File: src/rtl/icd_pkg.sv
/*
 * Constants for the instruction decode and dispatch block: register
 * offsets, control and status bit positions, opcode field encodings.
 * Assumes a 32-bit AHB-Lite register bus and a 20 MHz hclk.
 */
package icd_pkg;
  // Register byte offsets
  localparam logic [7:0] ADDR_INSTR = 8'h00;
  localparam logic [7:0] ADDR_OPERAND = 8'h04;
  localparam logic [7:0] ADDR_RESULT = 8'h08;
  localparam logic [7:0] ADDR_CTRL = 8'h0C;
  localparam logic [7:0] ADDR_STATUS = 8'h10;
  localparam logic [7:0] ADDR_MASK = 8'h14;
  localparam logic [7:0] ADDR_DECODE = 8'h18;
  localparam logic [7:0] ADDR_MSTEP = 8'h1C;
  localparam logic [7:0] ADDR_STATE = 8'h20;
  localparam logic [7:0] ADDR_WMASK = 8'h24;
  localparam logic [7:0] ADDR_TBASE = 8'h28;
  // Control bits
  localparam int CTRL_SUPER = 0;
  localparam int CTRL_FEF = 1;
  localparam int CTRL_FPU = 2;
  localparam int CTRL_CP = 3;
  localparam logic [3:0] CTRL_RESET = 4'h1;
  // Status / mask bits
  localparam int ST_ILLEGAL = 0;
  localparam int ST_PRIV = 1;
  localparam int ST_FPDIS = 2;
  localparam int ST_CPDIS = 3;
  localparam int ST_FPLAUNCH = 4;
  localparam int ST_CPLAUNCH = 5;
  localparam int ST_W = 6;
  // Major opcodes
  localparam logic [1:0] OP_FMT2 = 2'b00;
  localparam logic [1:0] OP_ARITH = 2'b10;
  localparam logic [1:0] OP_MEM = 2'b11;
  localparam logic [2:0] OP2_UNIMPLEMENTED_INSTR = 3'b000;
  // Minor opcodes of the arithmetic group handled here
  localparam logic [5:0] RD_MSTEP = 6'h28;
  localparam logic [5:0] RD_STATE = 6'h29;
  localparam logic [5:0] RD_WMASK = 6'h2A;
  localparam logic [5:0] RD_TBASE = 6'h2B;
  localparam logic [5:0] WR_MSTEP = 6'h30;
  localparam logic [5:0] WR_STATE = 6'h31;
  localparam logic [5:0] WR_WMASK = 6'h32;
  localparam logic [5:0] WR_TBASE = 6'h33;
  localparam logic [5:0] FLOAT_OP1 = 6'h34;
  localparam logic [5:0] FLOAT_OP2 = 6'h35;
  localparam logic [5:0] COPROC_OP1 = 6'h36;
  localparam logic [5:0] COPROC_OP2 = 6'h37;
  localparam logic [5:0] INSTR_FLUSH = 6'h3B;
  // Memory group: alternate-space offset and class bits
  localparam logic [5:0] ALT_SPACE = 6'h10;
  localparam logic [1:0] MEM_FLOAT = 2'b10;
  localparam logic [1:0] MEM_COPROC = 2'b11;
endpackage : icd_pkg

File: src/rtl/icd_decode.sv
/*
 * Instruction decode and dispatch for control register access,
 * float/coprocessor launch, miscellaneous and load/store decode.
 * Software issues an instruction by writing the instruction register
 * over AHB-Lite; it executes in that write's data-phase cycle.
 * Assumes the flush-trap pin is asynchronous to hclk.
 */
// Behaviour
// - Control register accesses complete in one cycle
// - State, window, trap base need supervisor
// - Target control register chosen by opcode
// - Float/coprocessor launch takes one cycle
// - No FPU or flag clear: float disabled
// - No coprocessor attached: coprocessor disabled trap
// - Only major and minor opcode decoded
// - Float operations never stall integer pipeline
// - Unimplemented opcode raises illegal trap, one cycle
// - Instruction flush normally acts as no-op
// - Flush with trap pin low: illegal
// - Memory format fields extracted per bit layout
// - Integer memory minor opcodes decoded
// - Float and coprocessor memory opcodes decoded
`timescale 1ns/1ps
`default_nettype none
module icd_decode (
  input wire logic hclk,
  input wire logic hresetn,
  input wire logic hsel,
  input wire logic [31:0] haddr,
  input wire logic [1:0] htrans,
  input wire logic hwrite,
  input wire logic [2:0] hsize,
  input wire logic [31:0] hwdata,
  input wire logic hready,
  output logic hreadyout,
  output logic hresp,
  output logic [31:0] hrdata,
  input wire logic flush_trap_input_n,
  output logic float_launch,
  output logic coproc_launch,
  output logic [31:0] launch_instr,
  output logic irq
);
  logic wr_ph_reg, rd_ph_reg; // Bus phase capture
  logic [7:0] addr_reg; // Offset held for the data phase
  logic ft_s1_reg, ft_s2_reg; // Flush-trap pin synchroniser
  logic [31:0] instr_reg, operand_reg, result_reg, decode_reg; // Software-visible words
  logic [3:0] ctrl_reg; // Supervisor, float enable, units present
  logic [icd_pkg::ST_W-1:0] status_reg, mask_reg, ev; // Sticky events, mask, new events
  logic [31:0] mstep_reg, state_reg, wmask_reg, tbase_reg; // Integer unit control registers
  logic ex, sup, alt, imm; // Execute strobe, mode and instruction bits
  logic [1:0] op; // Major opcode
  logic [5:0] op3; // Minor opcode field
  logic is_unimplemented_instr, is_flush, is_float_operate_instr, is_coproc_operate_instr, is_ctl, is_priv, mem_ok; // Opcode classes
  logic trap_ill, trap_priv, trap_fp, trap_cp, do_ctl; // Trap events and control strobe

  // Always ready, never an error: nothing stalls behind a float op
  assign hreadyout = 1'b1;
  assign hresp = 1'b0;

  // Address phase capture
  always_ff @(posedge hclk or negedge hresetn) begin
    if (!hresetn) begin
      wr_ph_reg <= 1'b0;
      rd_ph_reg <= 1'b0;
      addr_reg <= 8'h00;
    end else if (hready) begin
      wr_ph_reg <= hsel & htrans[1] & hwrite;
      rd_ph_reg <= hsel & htrans[1] & ~hwrite;
      addr_reg <= haddr[7:0];
    end
  end

  // Two-stage synchroniser for the flush-trap pin
  always_ff @(posedge hclk or negedge hresetn) begin
    if (!hresetn) begin
      ft_s1_reg <= 1'b1;
      ft_s2_reg <= 1'b1;
    end else begin
      ft_s1_reg <= flush_trap_input_n;
      ft_s2_reg <= ft_s1_reg;
    end
  end

  // Instruction executes in the data phase of its write
  assign ex = wr_ph_reg && addr_reg == icd_pkg::ADDR_INSTR;
  assign op = hwdata[31:30];
  assign op3 = hwdata[24:19];
  assign sup = ctrl_reg[icd_pkg::CTRL_SUPER];
  assign alt = op3[5:4] == icd_pkg::ALT_SPACE[5:4];
  assign imm = hwdata[13];

  // Opcode classes, major and minor fields only
  always_comb begin
    is_unimplemented_instr = op == icd_pkg::OP_FMT2 && hwdata[24:22] == icd_pkg::OP2_UNIMPLEMENTED_INSTR;
    is_flush = op == icd_pkg::OP_ARITH && op3 == icd_pkg::INSTR_FLUSH;
    is_float_operate_instr = op == icd_pkg::OP_ARITH && (op3 == icd_pkg::FLOAT_OP1 ||
              op3 == icd_pkg::FLOAT_OP2);
    is_coproc_operate_instr = op == icd_pkg::OP_ARITH && (op3 == icd_pkg::COPROC_OP1 ||
              op3 == icd_pkg::COPROC_OP2);
    is_ctl = op == icd_pkg::OP_ARITH && (op3 inside {icd_pkg::RD_MSTEP,
             icd_pkg::RD_STATE, icd_pkg::RD_WMASK, icd_pkg::RD_TBASE,
             icd_pkg::WR_MSTEP, icd_pkg::WR_STATE, icd_pkg::WR_WMASK,
             icd_pkg::WR_TBASE});
    is_priv = is_ctl && op3 != icd_pkg::RD_MSTEP && // Multiply-step is unprivileged
              op3 != icd_pkg::WR_MSTEP;
  end

  // Valid memory minor opcodes, base and alternate forms
  always_comb begin
    unique case (op3)
      6'h00, 6'h01, 6'h02, 6'h03, 6'h04, 6'h05, 6'h07, 6'h09, 6'h0A, 6'h0D: mem_ok = 1'b1;
      6'h10, 6'h11, 6'h12, 6'h13, 6'h14, 6'h15, 6'h17, 6'h19, 6'h1A, 6'h1D: mem_ok = 1'b1;
      6'h20, 6'h21, 6'h23, 6'h27: mem_ok = 1'b1;
      6'h30, 6'h31, 6'h33, 6'h34, 6'h35, 6'h36, 6'h37: mem_ok = 1'b1;
      default: mem_ok = 1'b0;
    endcase
  end

  // Trap and launch events of the executing instruction
  always_comb begin
    trap_ill = 1'b0;
    trap_priv = 1'b0;
    trap_fp = 1'b0;
    trap_cp = 1'b0;
    if (ex) begin
      if (is_unimplemented_instr || (is_flush && !ft_s2_reg)) begin
        trap_ill = 1'b1;
      end
      if (is_priv && !sup) begin
        trap_priv = 1'b1;
      end
      if (is_float_operate_instr || (op == icd_pkg::OP_MEM && op3[5:4] == icd_pkg::MEM_FLOAT
          && mem_ok)) begin
        trap_fp = !(ctrl_reg[icd_pkg::CTRL_FPU] &&
                    ctrl_reg[icd_pkg::CTRL_FEF]);
      end
      if (is_coproc_operate_instr || (op == icd_pkg::OP_MEM && op3[5:4] == icd_pkg::MEM_COPROC
          && mem_ok)) begin
        trap_cp = !ctrl_reg[icd_pkg::CTRL_CP];
      end
      if (op == icd_pkg::OP_MEM && (!mem_ok || (alt && imm))) begin
        trap_ill = 1'b1;
      end
    end
  end

  assign do_ctl = ex && is_ctl && !(is_priv && !sup);

  // Event vector feeding the sticky status bits
  always_comb begin
    ev = '0;
    ev[icd_pkg::ST_ILLEGAL] = trap_ill;
    ev[icd_pkg::ST_PRIV] = trap_priv;
    ev[icd_pkg::ST_FPDIS] = trap_fp;
    ev[icd_pkg::ST_CPDIS] = trap_cp;
    ev[icd_pkg::ST_FPLAUNCH] = ex && is_float_operate_instr && !trap_fp;
    ev[icd_pkg::ST_CPLAUNCH] = ex && is_coproc_operate_instr && !trap_cp;
  end

  // One-cycle launch pulse and instruction hand-off
  always_ff @(posedge hclk or negedge hresetn) begin
    if (!hresetn) begin
      float_launch <= 1'b0;
      coproc_launch <= 1'b0;
      launch_instr <= 32'h0000_0000;
    end else begin
      float_launch <= ev[icd_pkg::ST_FPLAUNCH];
      coproc_launch <= ev[icd_pkg::ST_CPLAUNCH];
      if (ev[icd_pkg::ST_FPLAUNCH] || ev[icd_pkg::ST_CPLAUNCH]) begin
        launch_instr <= hwdata;
      end
    end
  end

  // Control register reads and writes, one cycle each
  always_ff @(posedge hclk or negedge hresetn) begin
    if (!hresetn) begin
      mstep_reg <= 32'h0000_0000;
      state_reg <= 32'h0000_0000;
      wmask_reg <= 32'h0000_0000;
      tbase_reg <= 32'h0000_0000;
      result_reg <= 32'h0000_0000;
    end else if (do_ctl) begin
      unique case (op3)
        icd_pkg::RD_MSTEP: result_reg <= mstep_reg;
        icd_pkg::RD_STATE: result_reg <= state_reg;
        icd_pkg::RD_WMASK: result_reg <= wmask_reg;
        icd_pkg::RD_TBASE: result_reg <= tbase_reg;
        icd_pkg::WR_MSTEP: mstep_reg <= operand_reg;
        icd_pkg::WR_STATE: state_reg <= operand_reg;
        icd_pkg::WR_WMASK: wmask_reg <= operand_reg;
        default: tbase_reg <= operand_reg;
      endcase
    end
  end

  // Memory decode: fields of the last memory instruction
  always_ff @(posedge hclk or negedge hresetn) begin
    if (!hresetn) begin
      decode_reg <= 32'h0000_0000;
    end else if (ex && op == icd_pkg::OP_MEM) begin
      decode_reg[5:0] <= op3;
      decode_reg[6] <= alt;
      decode_reg[7] <= imm;
      decode_reg[15:8] <= alt ? hwdata[12:5] : 8'h00;
      decode_reg[20:16] <= hwdata[18:14];
      decode_reg[25:21] <= imm ? 5'h00 : hwdata[4:0];
      decode_reg[30:26] <= hwdata[29:25];
      decode_reg[31] <= mem_ok && !(alt && imm);
    end
  end

  // Software writes of instruction, operand, control and mask
  always_ff @(posedge hclk or negedge hresetn) begin
    if (!hresetn) begin
      instr_reg <= 32'h0000_0000;
      operand_reg <= 32'h0000_0000;
      ctrl_reg <= icd_pkg::CTRL_RESET;
      mask_reg <= '0;
    end else if (wr_ph_reg) begin
      unique case (addr_reg)
        icd_pkg::ADDR_INSTR: instr_reg <= hwdata;
        icd_pkg::ADDR_OPERAND: operand_reg <= hwdata;
        icd_pkg::ADDR_CTRL: ctrl_reg <= hwdata[3:0];
        icd_pkg::ADDR_MASK: mask_reg <= hwdata[icd_pkg::ST_W-1:0];
        default: ;
      endcase
    end
  end

  // Sticky status, cleared by a read; a new event wins
  always_ff @(posedge hclk or negedge hresetn) begin
    if (!hresetn) begin
      status_reg <= '0;
    end else if (rd_ph_reg && addr_reg == icd_pkg::ADDR_STATUS) begin
      status_reg <= ev;
    end else begin
      status_reg <= status_reg | ev;
    end
  end

  // Level interrupt while any unmasked status bit is set
  always_ff @(posedge hclk or negedge hresetn) begin
    if (!hresetn) begin
      irq <= 1'b0;
    end else begin
      irq <= |(status_reg & mask_reg);
    end
  end

  // Read data mux; unmapped offsets read zero
  always_comb begin
    hrdata = 32'h0000_0000;
    if (rd_ph_reg) begin
      unique case (addr_reg)
        icd_pkg::ADDR_INSTR: hrdata = instr_reg;
        icd_pkg::ADDR_OPERAND: hrdata = operand_reg;
        icd_pkg::ADDR_RESULT: hrdata = result_reg;
        icd_pkg::ADDR_CTRL: hrdata[3:0] = ctrl_reg;
        icd_pkg::ADDR_STATUS: hrdata[icd_pkg::ST_W-1:0] = status_reg;
        icd_pkg::ADDR_MASK: hrdata[icd_pkg::ST_W-1:0] = mask_reg;
        icd_pkg::ADDR_DECODE: hrdata = decode_reg;
        icd_pkg::ADDR_MSTEP: hrdata = mstep_reg;
        icd_pkg::ADDR_STATE: hrdata = state_reg;
        icd_pkg::ADDR_WMASK: hrdata = wmask_reg;
        icd_pkg::ADDR_TBASE: hrdata = tbase_reg;
        default: hrdata = 32'h0000_0000;
      endcase
    end
  end

  // Supervisor write lands next cycle
  state_write_a: assert property (@(posedge hclk) disable iff (!hresetn)
    ex && is_ctl && op3 == icd_pkg::WR_STATE && sup
    |=> state_reg == $past(operand_reg))
    else $error("state write not done in one cycle");

  // User write leaves target intact and flags privilege
  user_write_a: assert property (@(posedge hclk) disable iff (!hresetn)
    ex && is_ctl && op3 == icd_pkg::WR_TBASE && !sup
    |=> $stable(tbase_reg) && status_reg[icd_pkg::ST_PRIV])
    else $error("user write reached trap base");

  // Multiply-step stays reachable in user mode
  user_mstep_a: assert property (@(posedge hclk) disable iff (!hresetn)
    ex && op == icd_pkg::OP_ARITH && op3 == icd_pkg::RD_MSTEP
    |-> !trap_priv)
    else $error("multiply-step read wrongly privileged");

  // Read selects register named by opcode
  read_select_a: assert property (@(posedge hclk) disable iff (!hresetn)
    ex && is_ctl && op3 == icd_pkg::RD_WMASK && sup
    |=> result_reg == $past(wmask_reg))
    else $error("wrong register read");

  // Launch pulse only follows an enabled float op
  launch_pulse_a: assert property (@(posedge hclk) disable iff (!hresetn)
    float_launch |-> $past(ex) && $past(is_float_operate_instr) && $past(ctrl_reg[icd_pkg::CTRL_FEF]))
    else $error("launch without enabled float op");

  // Float op with enable flag clear traps, no launch
  float_dis_a: assert property (@(posedge hclk) disable iff (!hresetn)
    ex && is_float_operate_instr && !ctrl_reg[icd_pkg::CTRL_FEF]
    |=> !float_launch ##0 status_reg[icd_pkg::ST_FPDIS])
    else $error("float disabled trap missing");

  // Coprocessor op without unit traps
  cp_dis_a: assert property (@(posedge hclk) disable iff (!hresetn)
    ex && is_coproc_operate_instr && !ctrl_reg[icd_pkg::CTRL_CP]
    |=> !coproc_launch && status_reg[icd_pkg::ST_CPDIS])
    else $error("coprocessor disabled trap missing");

  // Unimplemented opcode sets illegal
  unimplemented_instr_trap_a: assert property (@(posedge hclk) disable iff (!hresetn)
    ex && is_unimplemented_instr |=> status_reg[icd_pkg::ST_ILLEGAL])
    else $error("unimplemented opcode did not trap");

  // Flush with pin high is a no-op
  flush_nop_a: assert property (@(posedge hclk) disable iff (!hresetn)
    ex && is_flush && ft_s2_reg |-> ev == '0)
    else $error("flush did not act as no-op");

  // Flush with pin low traps
  flush_trap_a: assert property (@(posedge hclk) disable iff (!hresetn)
    ex && is_flush && !ft_s2_reg |=> status_reg[icd_pkg::ST_ILLEGAL])
    else $error("flush did not trap");

  // Alternate with immediate decodes illegal
  alt_imm_a: assert property (@(posedge hclk) disable iff (!hresetn)
    ex && op == icd_pkg::OP_MEM && alt && imm
    |=> !decode_reg[31] && status_reg[icd_pkg::ST_ILLEGAL])
    else $error("alternate immediate form accepted");
endmodule : icd_decode
`default_nettype wire

File: config.mk
export PLATFORM = sky130hd
export DESIGN_NAME = icd_decode
export DESIGN_NICKNAME = d
export VERILOG_FILES = /design/src/rtl/icd_pkg.sv /design/src/rtl/icd_decode.sv
export SDC_FILE = /design/constraint.sdc
export NUM_CORES = 1
export LEC_CHECK = 0
export BUFFER_PORTS_ARGS = -buffer_cell sky130_fd_sc_hd__buf_2
export CAP_MARGIN = 20
export CORE_ASPECT_RATIO = 0.75
export CORE_MARGIN = 4
export CORE_UTILIZATION = 50
export CTS_CLUSTER_DIAMETER = 30
export CTS_CLUSTER_SIZE = 8
export DETAILED_ROUTE_END_ITERATION = 7
export GPL_ROUTABILITY_DRIVEN = 0
export PLACE_DENSITY_LB_ADDON = 0.12
export RECOVER_POWER = 50
export SLEW_MARGIN = 40
export SYNTH_ARGS = -nofsm -noshare
export SYNTH_HDL_FRONTEND = slang
export SYNTH_SLANG_ARGS = --single-unit
File: constraint.sdc
create_clock -name hclk -period 2.5 [get_ports hclk]
set_clock_uncertainty 0.1 [all_clocks]
set_input_delay 0.125 -clock hclk [delete_from_list [all_inputs] [get_ports hclk]]
set_output_delay 0.125 -clock hclk [all_outputs]
set_load 0.01 [all_outputs]
# Yosys cells after proc, flatten, opt, wreduce, memory -nomap -nowiden
# Memory sizes are Yosys's and may differ from the RTL's.
# Cells that the tools add are included.
[totals]
output_inout_bits = 69
register_bits = 319
wordCells = 133
mem_bits_ro = 64
in_bits = 75
n_memories = 1
[classes]
reduce_logical = 58
mux = 17
n_bitwise = 7
eq_ne = 30
[memory_table]
columns = ["memory", "depth", "word_bits", "rd", "rd_clocked_by_memory_dff", "wr", "line", "text"]
rows = [
  ["(no name shown)", 64, 1, 1, 0, 0, "icd_decode.sv:111", "unique case (op3)"],
]
[ops]
columns = ["operator", "n"]
rows = [
  ["$pmux 26 s8", 1],
  ["$pmux 32 s4", 1],
  ["$eq 6x6->1 const B", 13],
  ["$pmux 4 s11", 1],
  ["$eq 8x5->1 const B", 4],
  ["$mux 32", 1],
  ["$logic_and 1x1->1", 26],
  ["$eq 8x6->1 const B", 3],
  ["$pmux 2 s10", 1],
  ["$reduce_and 2->1", 9],
  ["$eq 8x4->1 const B", 2],
  ["$ne 6x6->1 const B", 2],
  ["$logic_not 1->1", 9],
  ["$mux 1", 9],
  ["$eq 2x2->1 const B", 4],
  ["$eq 8x3->1 const B", 1],
  ["$logic_not 8->1", 1],
  ["$mux 8", 1],
  ["$reduce_bool 8->1", 1],
  ["$logic_or 1x1->1", 7],
  ["$reduce_or 7->1", 1],
  ["$and 6x6->6", 1],
  ["$mux 6", 1],
  ["$or 6x6->6", 1],
  ["8 further kinds", 11],
]

# Logic depth before layout (Yosys ltp)
[logic_depth]
ltp_word = 10
mapped_depth = 9
depth_no_buf = 6

# Least setup slack after synthesis
# OpenSTA, ideal clock, no wires.
[synth_path]
kind = "reg-to-reg"
start = "reg addr_reg[4]"
end = "reg launch_instr[26]"
setup_ps = 125
path_slack_ps = -55
stages_incl_launch_ff = 8
required_ps = 2275
period_less_slack_ps = 2555
path_buffers = 3
arrival_ps = 2330
path_cell_list = "dfrtp_1 > clkbuf_1 > or4_4 > nor3_2 > and4_1 > clkbuf_1 > buf_2 > mux2_2"
[synth_between]
elab_chain_len = 6
word_cells_on_any_way = 11
classes_between = "mux (2); reduce/logical (9)"
[synth_lines]
columns = ["element", "line", "text"]
rows = [
  ["start, declared", "icd_decode.sv:45", "logic [7:0] addr_reg;"],
  ["start signal, assigned", "icd_decode.sv:70", "addr_reg <= haddr[7:0];"],
  ["$logic_not 8->1 (*)", "icd_decode.sv:86", "assign ex = wr_ph_reg && addr_reg == icd_pkg::ADDR_INSTR;"],
  ["$logic_and 1x1->1 (*)", "icd_decode.sv:86", ""],
  ["$mux 1", "icd_decode.sv:126", "if (ex) begin"],
  ["$logic_not 1->1, on equally long branches", "icd_decode.sv:157, icd_decode.sv:158", ""],
  ["$logic_and 1x1->1, on equally long branches", "icd_decode.sv:157, icd_decode.sv:158", ""],
  ["$logic_or 1x1->1 (*)", "icd_decode.sv:170", "if (ev[icd_pkg::ST_FPLAUNCH] || ev[icd_pkg::ST_CPLAUNCH]) begin"],
  ["end signal, assigned", "icd_decode.sv:171", "launch_instr <= hwdata;"],
  ["end, declared", "icd_decode.sv:41", "output logic [31:0] launch_instr,"],
]
# Mark *: on every way between the ends. The rest lies on a longest branch, timed or not.
# A chain may end at the register's enable or synchronous reset.

# Worst setup path in the final report
[layout_path]
start = "reg addr_reg[5]"
end = "out hrdata[3]"
[layout_between]
elab_chain_len = 3
word_cells_on_any_way = 13
classes_between = "eq/ne (10); mux (2); reduce/logical (1)"
[layout_lines]
columns = ["element", "line", "text"]
rows = [
  ["$eq 8x6->1, or another cell as far along", "icd_decode.sv:256", "unique case (addr_reg)"],
  ["$pmux 4 s11 (*)", "icd_decode.sv:256", ""],
  ["$mux 32 (*)", "icd_decode.sv:255", "if (rd_ph_reg) begin"],
  ["end, declared", "icd_decode.sv:37", "output logic [31:0] hrdata,"],
]
# Marked as above.

==> results list <==
- Number of warning messages in the yosys log: 0
- The number of cells on the worst reg-to-reg path is 8.
- Chip Width: 210.9 um
* Buffers plus inverters on the worst setup path: 4
* Ratio of cells with drive above 1 in the final layout: 0.4599
* Hold Path Origin: hwdata[19]
- The via count of the first global-routing pass was 13348.
- Vias after detailed routing: 13400
* Power, Total: 14890 uW
- Clock tree from TritonCTS: yes
- First DRT Iteration DRCs: 1932
* Number of enable flip-flop cells after synthesis: 0
- From synthesis to final layout, the design area changed by 40.75%.
- Leaving out fill and tap cells, the most frequent cell in the layout is sky130_fd_sc_hd__dfrtp_1.
- WHS Path Cells: 5
- The cell that appears most often on the critical path is sky130_fd_sc_hd__buf_12.
- The slowest stage of the critical path is the sky130_fd_sc_hd__or4_4 cell.
* Cell row count: 55
- Core region area: 30280 sq um
* Relative max-transition margin: -0.2771
- Sinks on the clock net: 319
* Initial DRT Pass Iterations: 8
* Remaining Overflow, GRT: 0
- Number of antenna violations at the first check in global routing: 0
* Capture endpoint of the worst hold path: status_reg[3]$_DFF_PN0_
- Peak supply drop: 0.5847 mV
- First-pass GRT wire length: 84990 um
- Class of the worst hold path: input pin to register
- Total clock buffers created by CTS: 58
* Filler cells: 2076
- In the synthesized netlist the async set-or-reset flop fraction comes to 1.000.
* CTS max path bufs: 3
- Number of distinct library cells after synthesis: 66
- Static power due to leakage: 0.01019 uW
- Post-detailed-route count of antenna-violating nets: 0
- For this run, the register share of the synthesized area comes to 0.5171.
- Violations in the final reports: capacitance limit, slew limit, setup timing
- Clock latency reported for the late side of the worst-skew pair: 0.59 ns
- Walking the worst path, the cells encountered are or4_4 > buf_12 > buf_12 > nor2_4 > buf_6 > a22oi_2 > a31oi_2 > buf_2.
* Post-DR vias/cell: 6.473
- The worst setup path is captured at an output pin.
- The routed design could run at a clock period as short as 2.889 ns.
* Average wire length per cell after detail routing: 28.14 um
* Die Height: 160.2 um
- The clock tree synthesis step divided the H-tree into 2 levels.
- Commonest cells after routing, fill and taps aside: sky130_fd_sc_hd__dfrtp_1, sky130_fd_sc_hd__mux2_2, sky130_fd_sc_hd__nand2_1
- Clock transition at the register clock pins on the worst setup and hold paths after CTS: 0.05 ns
- Critical path depth in cells: 8
- 144 I/O pins were placed.
- Synthesized area per cell: 11.84 sq um
- Largest net degree at the start of global routing: 68
* Final worst path period share: 1.156
- In this run the worst path has a maximum fanout of 6.
- Maximum single-stage delay on the critical path: 0.59 ns
* Worst Max-Slew Pin Slew: 1.916 ns
- Net count after synthesis: 1383
* Port-buffer cells: 113
* Reported max-cap violation count: 1
- The cell area that synthesis handed to floorplanning was 15440 sq um.
* Register-to-register setup slack: -0.30 ns
- Accumulated negative setup slack: -46.05 ns
* Crit path arrival time: 2.66 ns
* Routed Wire Length: 58250 um
* Dominant register cell in the synthesized netlist: sky130_fd_sc_hd__dfrtp_1
- Setup repair after global routing could not meet its margin everywhere.
* #FFs+latches synth: 319
- The final layout contains 1707 nets.
- Hold violation total from the final report: 0
* Final-report setup violation count: 229
- In this run the critical register-to-register path is captured at tbase_reg[1]$_DFFE_PN0P_.
* Crit-path leading delay family: simple AND/OR/NAND/NOR gates
* Worst Setup Path Type: register to output pin
- Number of max-slew violations in the final report: 67
* Detailed-route DRC error count: 0
- Final Core Density: 0.7179
- DIE AREA: 33790 sq um
- The worst setup path is launched from a register.
* Power density over cell area: 685.0 nW/um^2
- For this run, the top clock speed supported by timing is 0.3462 GHz.
- After legalization and detailed placement, the total HPWL measured 34230 um.
- The run finished, with violations left.
- Synthesis produced a netlist whose cell count is 1304.
* Worst Slack Setup Final: -0.3888 ns
- For this run, the total global-route usage over all layers was measured as 0.3306.
* Initial cell density of the core: 0.5101
- Data required time at the worst endpoint: 2.28 ns
- Start of the worst register-to-register path: addr_reg[5]$_DFFE_PN0P_
- Buffer type at the clock tree root: sky130_fd_sc_hd__clkbuf_16
==> timing repair <==
item                                    in CTS  in global routing
cloned                                       9                  7
hold endpoints to repair                   461                  0
pin swaps                                   36                 26
endpoints found under the setup margin     120                241
resized for setup                          141                 90
hold buffers                                58                  0
buffers inserted                            26                 43
==> stage by stage <==
stage	cells	setup slack (ns)	hold WS (ns)	cell area (sq um)
after CTS	2026	-0.3370	0.03275	21030
after detailed placement	1833	-0.1089	0.04069	17400
final	2070	-0.3888	0.04775	21740
after floorplan	1304	0.002882	-0.2706	15450
after global placement	1833	-0.07282	0.05028	17400
after global routing	2069	-0.4533	0.09970	21740
==> final cells by class <==
type,instances,area [sq um],area share
sequential,319,7993,0.3677
multi-input combinational,866,7616,0.3504
timing repair buffer,374,3576,0.1645
clock buffer,79,1622,0.07459
tap,399,499.2,0.02297
clock inverter,23,396.6,0.01825
inverter,9,33.78,0.001554
antenna,1,2.502,0.0001151
==> Yosys cell counts, types with 9 or more instances <==
| master | number | area [sq um] |
|---|---|---|
| sky130_fd_sc_hd__a22o_1 | 23 | 201.4 |
| sky130_fd_sc_hd__a21oi_1 | 28 | 140.1 |
| sky130_fd_sc_hd__clkbuf_1 | 82 | 307.8 |
| sky130_fd_sc_hd__buf_1 | 17 | 63.81 |
| sky130_fd_sc_hd__nand2_1 | 130 | 488.0 |
| sky130_fd_sc_hd__a221oi_1 | 9 | 78.83 |
| sky130_fd_sc_hd__a21o_1 | 15 | 112.6 |
| sky130_fd_sc_hd__nor2_1 | 26 | 97.59 |
| sky130_fd_sc_hd__inv_1 | 9 | 33.78 |
| sky130_fd_sc_hd__mux2i_1 | 44 | 440.4 |
| sky130_fd_sc_hd__nor3_1 | 24 | 120.1 |
| sky130_fd_sc_hd__o22a_1 | 13 | 113.9 |
| sky130_fd_sc_hd__a222oi_1 | 36 | 360.4 |
| sky130_fd_sc_hd__o21ai_0 | 27 | 135.1 |
| sky130_fd_sc_hd__nand3b_1 | 21 | 157.7 |
| sky130_fd_sc_hd__nor2b_1 | 10 | 62.56 |
| sky130_fd_sc_hd__a31oi_1 | 21 | 131.4 |
| sky130_fd_sc_hd__nand3_1 | 17 | 85.08 |
| sky130_fd_sc_hd__mux2_2 | 247 | 2781 |
| sky130_fd_sc_hd__a22oi_1 | 37 | 277.8 |
| sky130_fd_sc_hd__dfrtp_1 | 316 | 7908 |
| sky130_fd_sc_hd__o2bb2ai_1 | 38 | 332.8 |
==> worst reg2reg max path, cell delays in order (launching register included) <==
cell,delay (ns)
sky130_fd_sc_hd__dfrtp_2,0.46
sky130_fd_sc_hd__or4_4,0.59
sky130_fd_sc_hd__buf_6,0.15
sky130_fd_sc_hd__nor4_4,0.37
sky130_fd_sc_hd__buf_4,0.20
sky130_fd_sc_hd__buf_6,0.10
sky130_fd_sc_hd__o2111ai_4,0.11
sky130_fd_sc_hd__buf_12,0.24
sky130_fd_sc_hd__mux2_4,0.35
==> metal layers <==
layer	GRT usage	vias up	share of wire
met5	0	-	0
met4	0.09926	0	0.037
met3	0.07973	160	0.11
met2	0.4978	849	0.44
met1	0.4785	6824	0.41
li1	-	5567	-
==> worst max-delay path by stage <==
stage	start	end
finish	addr_reg[5]$_DFFE_PN0P_	hrdata[3]
global route	addr_reg[4]$_DFFE_PN0P_	hrdata[15]
CTS	addr_reg[3]$_DFFE_PN0P_	hrdata[26]
detailed placement	addr_reg[4]$_DFFE_PN0P_	hrdata[0]
global placement	addr_reg[5]$_DFFE_PN0P_	hrdata[8]
floorplan	addr_reg[4]$_DFFE_PN0P_	launch_instr[26]$_DFFE_PN0P_
==> power by group <==
part           leakage, uW  switching [uW]  internal, uW
sequential         0.00413             142          5300
clock             0.000984            2620          5510
combinational      0.00507             769           551
==> kinds of logic after synthesis <==
logic type | after synthesis | synth area share
other | 2 | 0.0004862
adders and majority gates | 4 | 0.003241
AOI/OAI and AO/OA | 266 | 0.1325
muxes | 300 | 0.2159
buffers and inverters | 119 | 0.03046
xor gates and xnor gates | 1 | 0.0005672
DFF | 319 | 0.5171
and+or+nand+nor | 293 | 0.09981
(Power assumes the default switching activity.)
